--- src/hdl/gcs_pkg.sv ---
package gcs_pkg;

  // ----------------------------------------
  // Management addresses
  // ----------------------------------------
  localparam int ADDR_W = 5;
  localparam logic [4:0] ADDR_GCTL = 5'h09;
  localparam logic [4:0] ADDR_GSTAT = 5'h0A;
  localparam logic [4:0] ADDR_RSVD_LO_FIRST = 5'h0B;
  localparam logic [4:0] ADDR_RSVD_LO_LAST = 5'h0E;
  localparam logic [4:0] ADDR_XSTAT = 5'h0F;
  localparam logic [4:0] ADDR_RSVD_HI_FIRST = 5'h10;
  localparam logic [4:0] ADDR_RSVD_HI_LAST = 5'h12;

  // ----------------------------------------
  // Gigabit control field positions
  // ----------------------------------------
  localparam int GCTL_TEST_HI = 15;
  localparam int GCTL_TEST_LO = 13;
  localparam int GCTL_MS_MANUAL = 12;
  localparam int GCTL_MS_VALUE = 11;
  localparam int GCTL_PORT_TYPE = 10;
  localparam int GCTL_ADV_FD = 9;
  localparam int GCTL_ADV_HD = 8;

  // ----------------------------------------
  // Gigabit status field positions
  // ----------------------------------------
  localparam int GSTAT_FAULT = 15;
  localparam int GSTAT_RES_MASTER = 14;
  localparam int GSTAT_LOCAL_OK = 13;
  localparam int GSTAT_REMOTE_OK = 12;
  localparam int GSTAT_LP_FD = 11;
  localparam int GSTAT_LP_HD = 10;
  localparam int GSTAT_IDLE_HI = 7;
  localparam int GSTAT_IDLE_LO = 0;
  localparam int IDLE_W = 8;
  localparam logic [7:0] IDLE_MAX = 8'hFF;

  // ----------------------------------------
  // Extended status field positions
  // ----------------------------------------
  localparam int XSTAT_X_FD = 15;
  localparam int XSTAT_X_HD = 14;
  localparam int XSTAT_T_FD = 13;
  localparam int XSTAT_T_HD = 12;
  localparam logic XSTAT_T_HD_VAL = 1'b1;

  // ----------------------------------------
  // Reset values and limits of plain control fields
  // ----------------------------------------
  localparam logic [2:0] TEST_NORMAL = 3'h0;
  localparam logic [2:0] TEST_LAST = 3'h4;
  localparam logic MS_MANUAL_RST = 1'b0;
  localparam logic [15:0] REG_ZERO = 16'h0000;

  // ----------------------------------------
  // Carriers
  // ----------------------------------------
  typedef struct packed {
    logic [2:0] test_mode;
    logic ms_manual;
    logic ms_value_master;
    logic ms_force_master;
    logic ms_force_slave;
    logic port_multiport;
    logic adv_1000fd;
    logic adv_1000hd;
  } gcs_ctrl_s;

  typedef struct packed {
    logic ms_fault_evt;
    logic resolved_master;
    logic local_rx_ok;
    logic remote_rx_ok;
    logic lp_1000fd;
    logic lp_1000hd;
    logic idle_err_evt;
    logic an_complete_evt;
    logic an_enable_evt;
  } gcs_link_s;

  typedef struct packed {
    logic master_pref;
    logic speed_1000;
    logic duplex;
  } gcs_strap_s;

endpackage : gcs_pkg

--- src/hdl/gcs_regs.sv ---
`timescale 1ns/10ps
module gcs_regs
  import gcs_pkg::*;
(
  // Clock and reset
  input wire logic clk,
  input wire logic srst,
  // Strap pins, sampled while reset is held
  input wire gcs_strap_s straps,
  // Management register port
  input wire logic [ADDR_W-1:0] mgmt_addr,
  input wire logic mgmt_wr,
  input wire logic mgmt_rd,
  input wire logic [15:0] mgmt_wdata,
  output logic [15:0] mgmt_rdata,
  output logic mgmt_rvalid,
  // Status from the line side
  input wire gcs_link_s link,
  // Control to the line side
  output gcs_ctrl_s ctrl
);

  // ------------------------------------------------------------
  // Decode
  // ------------------------------------------------------------
  logic wr_gctl;
  logic rd_gstat;
  logic in_rsvd;

  // Only control bits 15:8 are writable; everything else is dropped
  assign wr_gctl = mgmt_wr && (mgmt_addr == ADDR_GCTL);
  assign rd_gstat = mgmt_rd && (mgmt_addr == ADDR_GSTAT);
  assign in_rsvd =
    ((mgmt_addr >= ADDR_RSVD_LO_FIRST) && (mgmt_addr <= ADDR_RSVD_LO_LAST)) ||
    ((mgmt_addr >= ADDR_RSVD_HI_FIRST) && (mgmt_addr <= ADDR_RSVD_HI_LAST));

  // ------------------------------------------------------------
  // Gigabit control register
  // ------------------------------------------------------------
  logic [2:0] test_mode;
  logic ms_manual;
  logic ms_value;
  logic port_type;
  logic adv_fd;
  logic adv_hd;
  logic strap_fd;

  // Reset is synchronous, so straps are caught by this clocked load
  always_ff @(posedge clk) begin
    if (srst) begin
      test_mode <= TEST_NORMAL;
      ms_manual <= MS_MANUAL_RST;
      ms_value <= straps.master_pref;
      port_type <= straps.master_pref;
      adv_fd <= straps.speed_1000 & straps.duplex;
      adv_hd <= straps.speed_1000;
    end else if (wr_gctl) begin
      test_mode <= mgmt_wdata[GCTL_TEST_HI:GCTL_TEST_LO];
      ms_manual <= mgmt_wdata[GCTL_MS_MANUAL];
      ms_value <= mgmt_wdata[GCTL_MS_VALUE];
      port_type <= mgmt_wdata[GCTL_PORT_TYPE];
      adv_fd <= mgmt_wdata[GCTL_ADV_FD];
      adv_hd <= mgmt_wdata[GCTL_ADV_HD];
    end
  end

  // Extended ability follows the same straps, frozen at reset
  always_ff @(posedge clk) begin
    if (srst) begin
      strap_fd <= straps.speed_1000 & straps.duplex;
    end
  end

  // ------------------------------------------------------------
  // Control outputs, registered from the next state
  // ------------------------------------------------------------
  gcs_ctrl_s next_ctrl;
  logic [2:0] next_test;
  logic next_manual;
  logic next_value;

  always_comb begin
    next_test = wr_gctl ? mgmt_wdata[GCTL_TEST_HI:GCTL_TEST_LO] : test_mode;
    next_manual = wr_gctl ? mgmt_wdata[GCTL_MS_MANUAL] : ms_manual;
    next_value = wr_gctl ? mgmt_wdata[GCTL_MS_VALUE] : ms_value;
    // Reserved test codes fall back to normal so the line never sees them
    if (next_test > TEST_LAST) begin
      next_ctrl.test_mode = TEST_NORMAL;
    end else begin
      next_ctrl.test_mode = next_test;
    end
    next_ctrl.ms_manual = next_manual;
    next_ctrl.ms_value_master = next_value;
    next_ctrl.ms_force_master = next_manual & next_value;
    next_ctrl.ms_force_slave = next_manual & ~next_value;
    next_ctrl.port_multiport =
      wr_gctl ? mgmt_wdata[GCTL_PORT_TYPE] : port_type;
    next_ctrl.adv_1000fd = wr_gctl ? mgmt_wdata[GCTL_ADV_FD] : adv_fd;
    next_ctrl.adv_1000hd = wr_gctl ? mgmt_wdata[GCTL_ADV_HD] : adv_hd;
  end

  // Straps are not reachable here in reset, so outputs lag one edge
  always_ff @(posedge clk) begin
    if (srst) begin
      ctrl <= '0;
    end else begin
      ctrl <= next_ctrl;
    end
  end

  // ------------------------------------------------------------
  // Latched configuration fault
  // ------------------------------------------------------------
  logic ms_fault;

  // A fault in the same cycle as any clear but srst still lands
  always_ff @(posedge clk) begin
    if (srst) begin
      ms_fault <= 1'b0;
    end else if (link.ms_fault_evt) begin
      ms_fault <= 1'b1;
    end else if (rd_gstat || link.an_complete_evt || link.an_enable_evt) begin
      ms_fault <= 1'b0;
    end
  end

  // ------------------------------------------------------------
  // Idle error counter
  // ------------------------------------------------------------
  logic [IDLE_W-1:0] idle_cnt;
  logic idle_count_en;

  assign idle_count_en =
    link.idle_err_evt && link.local_rx_ok && link.remote_rx_ok;

  // A same-cycle read clear restarts the count at 1, so no error is lost
  always_ff @(posedge clk) begin
    if (srst) begin
      idle_cnt <= '0;
    end else if (rd_gstat) begin
      idle_cnt <= idle_count_en ? 8'h01 : 8'h00;
    end else if (idle_count_en && (idle_cnt != IDLE_MAX)) begin
      idle_cnt <= idle_cnt + 8'h01;
    end
  end

  // ------------------------------------------------------------
  // Read data assembly
  // ------------------------------------------------------------
  logic [15:0] next_rdata;

  always_comb begin
    next_rdata = REG_ZERO;
    if (mgmt_addr == ADDR_GCTL) begin
      next_rdata[GCTL_TEST_HI:GCTL_TEST_LO] = test_mode;
      next_rdata[GCTL_MS_MANUAL] = ms_manual;
      next_rdata[GCTL_MS_VALUE] = ms_value;
      next_rdata[GCTL_PORT_TYPE] = port_type;
      next_rdata[GCTL_ADV_FD] = adv_fd;
      next_rdata[GCTL_ADV_HD] = adv_hd;
    end else if (mgmt_addr == ADDR_GSTAT) begin
      next_rdata[GSTAT_FAULT] = ms_fault;
      // Resolution is only meaningful while no fault is latched
      next_rdata[GSTAT_RES_MASTER] = link.resolved_master;
      next_rdata[GSTAT_LOCAL_OK] = link.local_rx_ok;
      next_rdata[GSTAT_REMOTE_OK] = link.remote_rx_ok;
      next_rdata[GSTAT_LP_FD] = link.lp_1000fd;
      next_rdata[GSTAT_LP_HD] = link.lp_1000hd;
      next_rdata[GSTAT_IDLE_HI:GSTAT_IDLE_LO] = idle_cnt;
    end else if (mgmt_addr == ADDR_XSTAT) begin
      next_rdata[XSTAT_X_FD] = 1'b0;
      next_rdata[XSTAT_X_HD] = 1'b0;
      next_rdata[XSTAT_T_FD] = strap_fd;
      next_rdata[XSTAT_T_HD] = XSTAT_T_HD_VAL;
    end else if (in_rsvd) begin
      next_rdata = REG_ZERO;
    end
  end

  always_ff @(posedge clk) begin
    if (srst) begin
      mgmt_rdata <= REG_ZERO;
      mgmt_rvalid <= 1'b0;
    end else begin
      mgmt_rvalid <= mgmt_rd;
      if (mgmt_rd) begin
        mgmt_rdata <= next_rdata;
      end
    end
  end

endmodule : gcs_regs

--- config.mk ---
export PLATFORM = sky130hd
export DESIGN_NAME = gcs_regs
export DESIGN_NICKNAME = d
export VERILOG_FILES = /design/src/hdl/gcs_pkg.sv /design/src/hdl/gcs_regs.sv
export SDC_FILE = /design/constraint.sdc
export NUM_CORES = 1
export LEC_CHECK = 0
export ABC_AREA = 1
export CAP_MARGIN = 20
export CORE_UTILIZATION = 29
export DETAILED_ROUTE_END_ITERATION = 10
export DONT_BUFFER_PORTS = 1
export PLACE_DENSITY_LB_ADDON = 0.12
export SLEW_MARGIN = 10
export SYNTH_ARGS = -nofsm -noshare
export SYNTH_HDL_FRONTEND = slang
export SYNTH_SLANG_ARGS = --single-unit
--- constraint.sdc ---
create_clock -name clk -period 1.2 [get_ports clk]
set_input_delay 0.24 -clock clk [delete_from_list [all_inputs] [get_ports clk]]
set_output_delay 0.24 -clock clk [all_outputs]
set_load 0.02 [all_outputs]
## Word level (Yosys, flattened, before mapping)

Index checks and enable logic that the tools add are counted.
W data, S select, Z words.

| cells by class | value |
|---|---|
| add/subtract/negate cells | 1 |
| order comparisons | 1 |
| eq/ne operators | 4 |
| multiplexer cells | 20 |
| bitwise logic cells | 4 |
| reduce and logical (&&, ||, !) cells | 10 |

Operators by type and width:

| kind | count |
|---|---|
| $mux W8 | 5 |
| $eq A5 B4 Y1 const B | 3 |
| $mux W1 | 12 |
| $add A8 B1 Y8 const B | 1 |
| $ne A8 B8 Y1 const B | 1 |
| $mux W6 | 1 |
| $logic_and A1 B1 Y1 | 5 |
| $reduce_bool A2 Y1 | 2 |
| $and A1 B1 Y1 | 3 |
| $gt A3 B3 Y1 const B | 1 |
| $mux W3 | 1 |
| $logic_or A1 B1 Y1 | 2 |
| $mux W2 | 1 |
| $reduce_or A2 Y1 | 1 |
| $not A1 Y1 | 1 |

| word-level totals | value |
|---|---|
| flip-flop bits (word level) | 44 |
| input bits | 37 |
| logic and storage cells | 58 |

## Longest topological paths before layout

Gate-level depths: netlist of the first run.

| depth | value |
|---|---|
| depth in word-level cells | 6 |
| gate-level depth with buffers | 9 |
| mapped depth without buffers | 8 |

## Worst setup path before layout of the first run

No wires, ideal clock.

| timing path | value |
|---|---|
| path kind | reg-to-reg |
| from | reg idle_cnt[0] |
| to | reg idle_cnt[2] |
| setup time | 0.117 ns |
| data arrival time | 1.160 ns |
| setup slack | -0.077 ns |
| stages on the path, launching flop included | 9 |
| buffers on the path | 0 |
| path through | dfxtp_1 > ha_1 > inv_1 > nor2_2 > nand2_2 > nand2_2 > nand2_2 > a21oi_1 > nor2_1 |

| between the ends | value |
|---|---|
| longest elaborated chain between the ends | 3 |

Ends and longest elaborated chain:

| what | line | RTL |
|---|---|---|
| start, declared | gcs_regs.sv:130 | `logic [IDLE_W-1:0] idle_cnt;` |
| start signal, assigned | gcs_regs.sv:141 | `idle_cnt <= idle_count_en ? 8'h01 : 8'h00;` |
| start signal, assigned | gcs_regs.sv:143 | `idle_cnt <= idle_cnt + 8'h01;` |
| $add A8 B1 Y8 / $ne A8 B8 Y1 (equally long branches) | gcs_regs.sv:143, gcs_regs.sv:142 |  |
| $mux W8 / $logic_and A1 B1 Y1 (equally long branches) | gcs_regs.sv:142 | `end else if (idle_count_en && (idle_cnt != IDLE_MAX)) begin` |
| $mux W8 / $reduce_bool A2 Y1 (equally long branches) | -- |  |

Several ways; a longest one is shown, not always the timed one. The select of a mux whose other input is x is not followed.
A chain may end at the register's enable or synchronous reset.

## Final worst setup path of the first run

Ends and elaborated chain as after synthesis.

==> flow_summary.ini, run 1 <==
[cells_and_area]
fill_cells = 721
final_cells = 371
seq_area_um2 = 900.9
nNetsFinal = 328
post-route-util_pct = 35.89
mostFrequentLayoutCells = nand2_1, inv_1, dfxtp_1, nor2_1, nand3_1
n_antenna_cell = 0
syn2layout_area_growth_pct = 19.63
multi_input_area_um2 = 975.9
final_common_cell = nand2_1
drive_above_1_share_pct = 24.40

[place]
dp_hpwl_um = 3547
port_buffers = 0
gp_congestion = 0.7462
place_inst = 361
dp_slack_ns = -0.09629

[min_path]
hold_class = in2reg

[setup_path]
cp.required_ns = 1.39
startpoint_type = flop
crit_chain = ha_4, inv_2, nor2_4, nand2_2, nand2_4, nand2_4, a21oi_2, nor2_1
crit_path_max_incr_delay_ns = 0.36
arrival_ns = 1.39
worstSetupPathType = reg2reg
end_kind = flop
worst-path-max-fanout = 5
path_common_cell = nand2_4
cp_slowest_cell = dfxtp_2
crit_family = simple AND/OR/NAND/NOR gates
path_buf_inv = 1

[route]
antenna_left = 0
first_pass_iters = 4
wire_per_inst_um = 12.65
drt_iter0_markers = 54
wirelength_um = 4695
viasPerCell = 4.526
num_vias = 1679
drc_errors = 0

[grt]
antenna_found_initial = 0
grt_max_degree = 18
grt_pass1_wl_um = 7783
overflow = 0
grt_pass1_vias = 1652
grtUsageTotal_pct = 13.65

[sta]
fin_crit_sh_pct = 99.93
fin_worst_skew_ns = 0.007688
worstMarginPinSlew_ns = 0.3058
hold_viol = 0
worst_slack_ns = 0.0008815
min_period_ns = 1.199
slew_headroom_pct = 79.54
slew_viol_final = 0
grt_setup_unrepaired = yes
setup_viol = 0
max_freq_mhz = 833.9

[cts]
root_buffer = clkbuf_8
clk_path_buf_depth = 2
htree_levels = 2
cts_num_sinks = 44
tritoncts = yes
clk_latency_ns = 0.30
clkTransAtPathRegs_ns = 0.09
cts_buffers = 5

[power]
p_per_area_nw_per_um2 = 1222
irDropWorstVdd_uv = 647.5
cellLeakagePower_uw = 0.001070
p_total_uw = 2964

[synthesis]
syn_nets = 309
synthCells = 271
netlist_area_um2 = 2027
yosysUniqueCellTypes = 27
synth_area_per_cell_um2 = 7.479
ys_warn_count = 0
seq_area_frac_synth_pct = 43.95
ys_ff_latch = 44

[floorplan]
die_w_um = 85.61
pin_count = 64
initial_utilization_pct = 30.00
rows = 30
dieArea_um2 = 7328
die_y_um = 85.61
coreArea_um2 = 6756

[run]
maxCapViolations = 0

[status]
status = finished clean
==> cells by family after synthesis <==
group                    share of synthesized area [%]
AND/OR/NAND/NOR                                  31.36
buffers and inverters                            11.48
flip-flops                                       43.95
AO/OA/AOI/OAI                                    12.16
XOR/XNOR                                        0.4322
adder cells (fa/ha/maj)                         0.6172
==> Yosys cell counts <==
cell / count / area (um^2)
or2_1: 1 / 6.260
nand2_2: 7 / 43.79
o21a_1: 1 / 7.510
o21ai_1: 5 / 25.02
nand2_1: 47 / 176.4
o31ai_2: 5 / 62.56
inv_2: 3 / 11.26
inv_1: 44 / 165.2
nand3_4: 2 / 35.03
a21oi_4: 1 / 16.27
buf_4: 2 / 15.01
nor2_1: 33 / 123.9
ha_1: 1 / 12.51
edfxtp_1: 1 / 30.03
nor3_1: 4 / 20.02
a21oi_1: 8 / 40.04
dfxtp_1: 43 / 860.8
buf_6: 2 / 22.52
nor3_2: 1 / 10.01
clkbuf_1: 1 / 3.750
xor2_1: 1 / 8.760
nand3_1: 24 / 120.1
buf_2: 3 / 15.01
nor2_2: 3 / 18.77
o21ai_0: 19 / 95.09
nor2_4: 5 / 56.30
nand4_1: 4 / 25.02
==> area by class of cell <==
class / instances / share of cell area (%)
clock buffer: 5 / 2.838
clock inverter: 3 / 1.909
sequential: 44 / 37.15
timing repair buffer: 20 / 6.450
inverter: 47 / 7.276
multi-input combinational: 172 / 40.25
tap: 80 / 4.128
==> stage by stage <==
stage	instance area, um^2	setup TNS, ns	hold WS [ns]
final	2425	0	0.02507
after CTS	2385	-0.008344	0.01467
after detailed placement	2216	-0.3620	0.3099
after global placement	2216	-0.2888	0.3141
after global routing	2425	-0.4216	0.01304
after floorplan	2037	0	0.3223
==> path summary, 6_finish.rpt <==
kind / from / end / slack, ns / depth (start not counted)
setup / recovery: idle_cnt[0]$_SDFFE_PP0P_ / idle_cnt[2]$_SDFFE_PP0P_ / 0.0009 / 8
hold / removal: srst / mgmt_rvalid$_SDFF_PP0_ / 0.03 / 1
setup reg to reg: idle_cnt[0]$_SDFFE_PP0P_ / idle_cnt[2]$_SDFFE_PP0P_ / 0.0009 / 8
hold reg to reg: adv_hd$_DFF_P_ / mgmt_rdata[8]$_SDFFE_PP0P_ / 0.47 / 2
==> state kept, by name (all words and copies together), names as in the netlist <==
signal       count
ms_value         1
port_type        1
test_mode        3
adv_hd           1
ms_fault         1
strap_fd         1
adv_fd           1
mgmt_rdata      16
idle_cnt         8
mgmt_rvalid      1
ctrl            10
==> metal layers <==
layer,up-vias,routed length (um),GRT usage [%]
met1,736,2273,17.34
met2,45,2060,22.11
met4,0,73,5.455
met3,5,288,3.561
li1,893,-,-
met5,-,0,0
==> what timing repair did <==
item / 4_1_cts / 5_1_grt
pin swaps: 4 / 6
endpoints found under the setup margin: 8 / 8
gates resized for setup: 8 / 12
buffers inserted: 1 / 0
hold buffers: 1 / 0
hold endpoints to repair: 3 / 0
==> report_power, final <==
part	internal (uW)	switching [uW]	total [uW]
sequential	1510	54.8	1560
clock	628	554	1180
combinational	83.0	134	217
total	2220	743	2960
No activity file was read; power rests on OpenSTA's default activity.
==> inputs of run 2 (changes only) <==
- CORE_MARGIN: default -> 2
- PLACE_DENSITY_LB_ADDON: 0.12 -> default
- clock period: 1.2 -> 1.4 ns (I/O delays scaled with it)
==> run 2 against run 1 <==
Compared with the run above:
- die area is 4.7% higher
- setup slack better by 0.080 ns
- largest cell class unchanged
- critical path depth stayed put
- via count is 1.3% lower
- core utilization is 2.6 points lower
- critical endpoint is now idle_cnt[4]$_SDFFE_PP0P_
==> flow_summary.ini, run 2 (synthesized netlist as in run 1, its figures left out) <==
[setup_path]
reg2reg_slack_ns = 0.08
ff2ff_path_depth = 8
worst-path-max-fanout = 7
worstSetupPathType = reg2reg
r2r_start = idle_cnt[1]$_SDFFE_PP0P_
end_kind = flop
arrival_ns = 1.54
cp.required_ns = 1.62
startpoint_type = flop
reg2reg_to = idle_cnt[4]$_SDFFE_PP0P_

[cts]
clk_latency_ns = 0.30
root_buffer = clkbuf_8
ctsHoldBuffers = 0
cts_num_sinks = 44
cts_buffers = 5
clk_path_buf_depth = 2
tritoncts = yes
clkTransAtPathRegs_ns = 0.07
htree_levels = 2

[place]
placed_area_um2 = 2136
port_buffers = 0
dp_hpwl_um = 3428
gp_congestion = 0.7883

[cells_and_area]
largest_registers = mgmt_rdata (16), ctrl (10), idle_cnt (8)
syn2layout_area_growth_pct = 11.54
largest_reg_flops = 16
mostFrequentLayoutCells = nand2_1, inv_1, dfxtp_1, nor2_1, nand3_1
fill_cells = 724
regMostFlops = mgmt_rdata
post-route-util_pct = 33.28
final_cell_area_um2 = 2261
nNetsFinal = 316
drive_above_1_share_pct = 16.85
n_antenna_cell = 0
final_common_cell = nand2_1

[run]
maxCapViolations = 0

[floorplan]
dieArea_um2 = 7675
rows = 30
initial_utilization_pct = 29.83
die_w_um = 87.61
pin_count = 64
die_y_um = 87.61
coreArea_um2 = 6794

[route]
drt_iter0_markers = 40
wirelength_um = 4538
wire_per_inst_um = 12.10
first_pass_iters = 4
num_vias = 1657
drc_errors = 0
viasPerCell = 4.419
antenna_left = 0

[power]
irDropWorstVdd_uv = 432.9
p_per_area_nw_per_um2 = 1038
p_total_uw = 2348
cellLeakagePower_uw = 0.0009907

[sta]
worstMarginPinSlew_ns = 0.3155
grt_setup_unrepaired = yes
slew_headroom_pct = 78.89
finalSetupTns_ns = 0
fin_worst_skew_ns = 0.009589
min_period_ns = 1.319
hold_viol = 0
slew_viol_final = 0
fin_crit_sh_pct = 94.24
timing.hold.ws_ns = 0.04883
max_freq_mhz = 757.9
setup_viol = 0

[min_path]
min_from = srst
hold_class = in2reg
min_delay_path_depth = 1
hold_end = idle_cnt[0]$_SDFFE_PP0P_

[grt]
antenna_found_initial = 0
grt_pass1_wl_um = 7182
grt_max_degree = 18
overflow = 0
grt_pass1_vias = 1493
grtUsageTotal_pct = 12.18

[status]
status = finished clean
## run 2: changes by cell type in the layout (fill, tap and decap cells not counted), moves of 3 or more
| cell | change |
|---|---|
| nor3_2 | -3 |
| nor3_1 | +3 |
| a21oi_1 | +4 |
| buf_4 | -10 |
| a21oi_2 | -4 |
## run 2: worst max-delay path by stage
| stage | startpoint | to | slack, ns | cells past startpoint |
|---|---|---|---|---|
| 6_report | idle_cnt[1]$_SDFFE_PP0P_ | idle_cnt[4]$_SDFFE_PP0P_ | 0.08 | 8 |
| 5_1_grt | idle_cnt[1]$_SDFFE_PP0P_ | idle_cnt[7]$_SDFFE_PP0P_ | -0.02 | 9 |
| 4_1_cts | idle_cnt[1]$_SDFFE_PP0P_ | idle_cnt[7]$_SDFFE_PP0P_ | 0.04 | 8 |
| 3_5_place_dp | idle_cnt[1]$_SDFFE_PP0P_ | idle_cnt[7]$_SDFFE_PP0P_ | 0.05 | 8 |
| 3_3_place_gp | idle_cnt[1]$_SDFFE_PP0P_ | idle_cnt[5]$_SDFFE_PP0P_ | 0.07 | 8 |
| 2_1_floorplan | idle_cnt[0]$_SDFFE_PP0P_ | idle_cnt[2]$_SDFFE_PP0P_ | 0.12 | 8 |
## run 2: timing repair
item,4_1_cts,5_1_grt
gates resized for setup,0,6
setup buffers,0,2
endpoints found under the setup margin,0,6
## run 2: through the flow
step / instances / setup WS, ns
4_1_cts: 373 / 0.04016
5_1_grt: 375 / -0.01545
3_5_place_dp: 365 / 0.05166
2_1_floorplan: 271 / 0.1234
3_3_place_gp: 365 / 0.07132
6_report: 375 / 0.08061
## run 2: layout make-up
| cell class | count | area, um^2 | share of cell area, % |
|---|---|---|---|
| repair buffers | 8 | 60.06 | 2.656 |
| inverters | 47 | 176.4 | 7.803 |
| clock buffers | 7 | 86.33 | 3.818 |
| well taps | 96 | 120.1 | 5.313 |
| flip-flops and latches | 44 | 894.6 | 39.57 |
| clock inverters | 1 | 7.507 | 0.3320 |
| multi-input cells | 172 | 915.9 | 40.51 |
## run 2: where the power goes
group          leakage, uW  total [uW]  internal (uW)  switching (uW)
clock network    0.0000445         829            401             427
logic             0.000584         173           64.0             109
registers         0.000362        1350           1300            48.4
total             0.000991        2350           1760             585
## run 2: critical path: stages, from the launching register on
cell     delay (ns)
dfxtp_2        0.34
ha_4           0.16
inv_2          0.04
nor2_2         0.04
buf_4          0.13
a21oi_4        0.21
buf_4          0.16
nand3_1        0.05
a21oi_1        0.12
## run 2: metal layers
layer | GRT usage, % | vias to the layer above | share of wire, %
met5 | 0 | - | 0
met4 | 5.315 | 0 | 1.3
met3 | 3.299 | 7 | 6.0
met2 | 18.87 | 48 | 45
met1 | 15.94 | 739 | 48
li1 | - | 863 | -
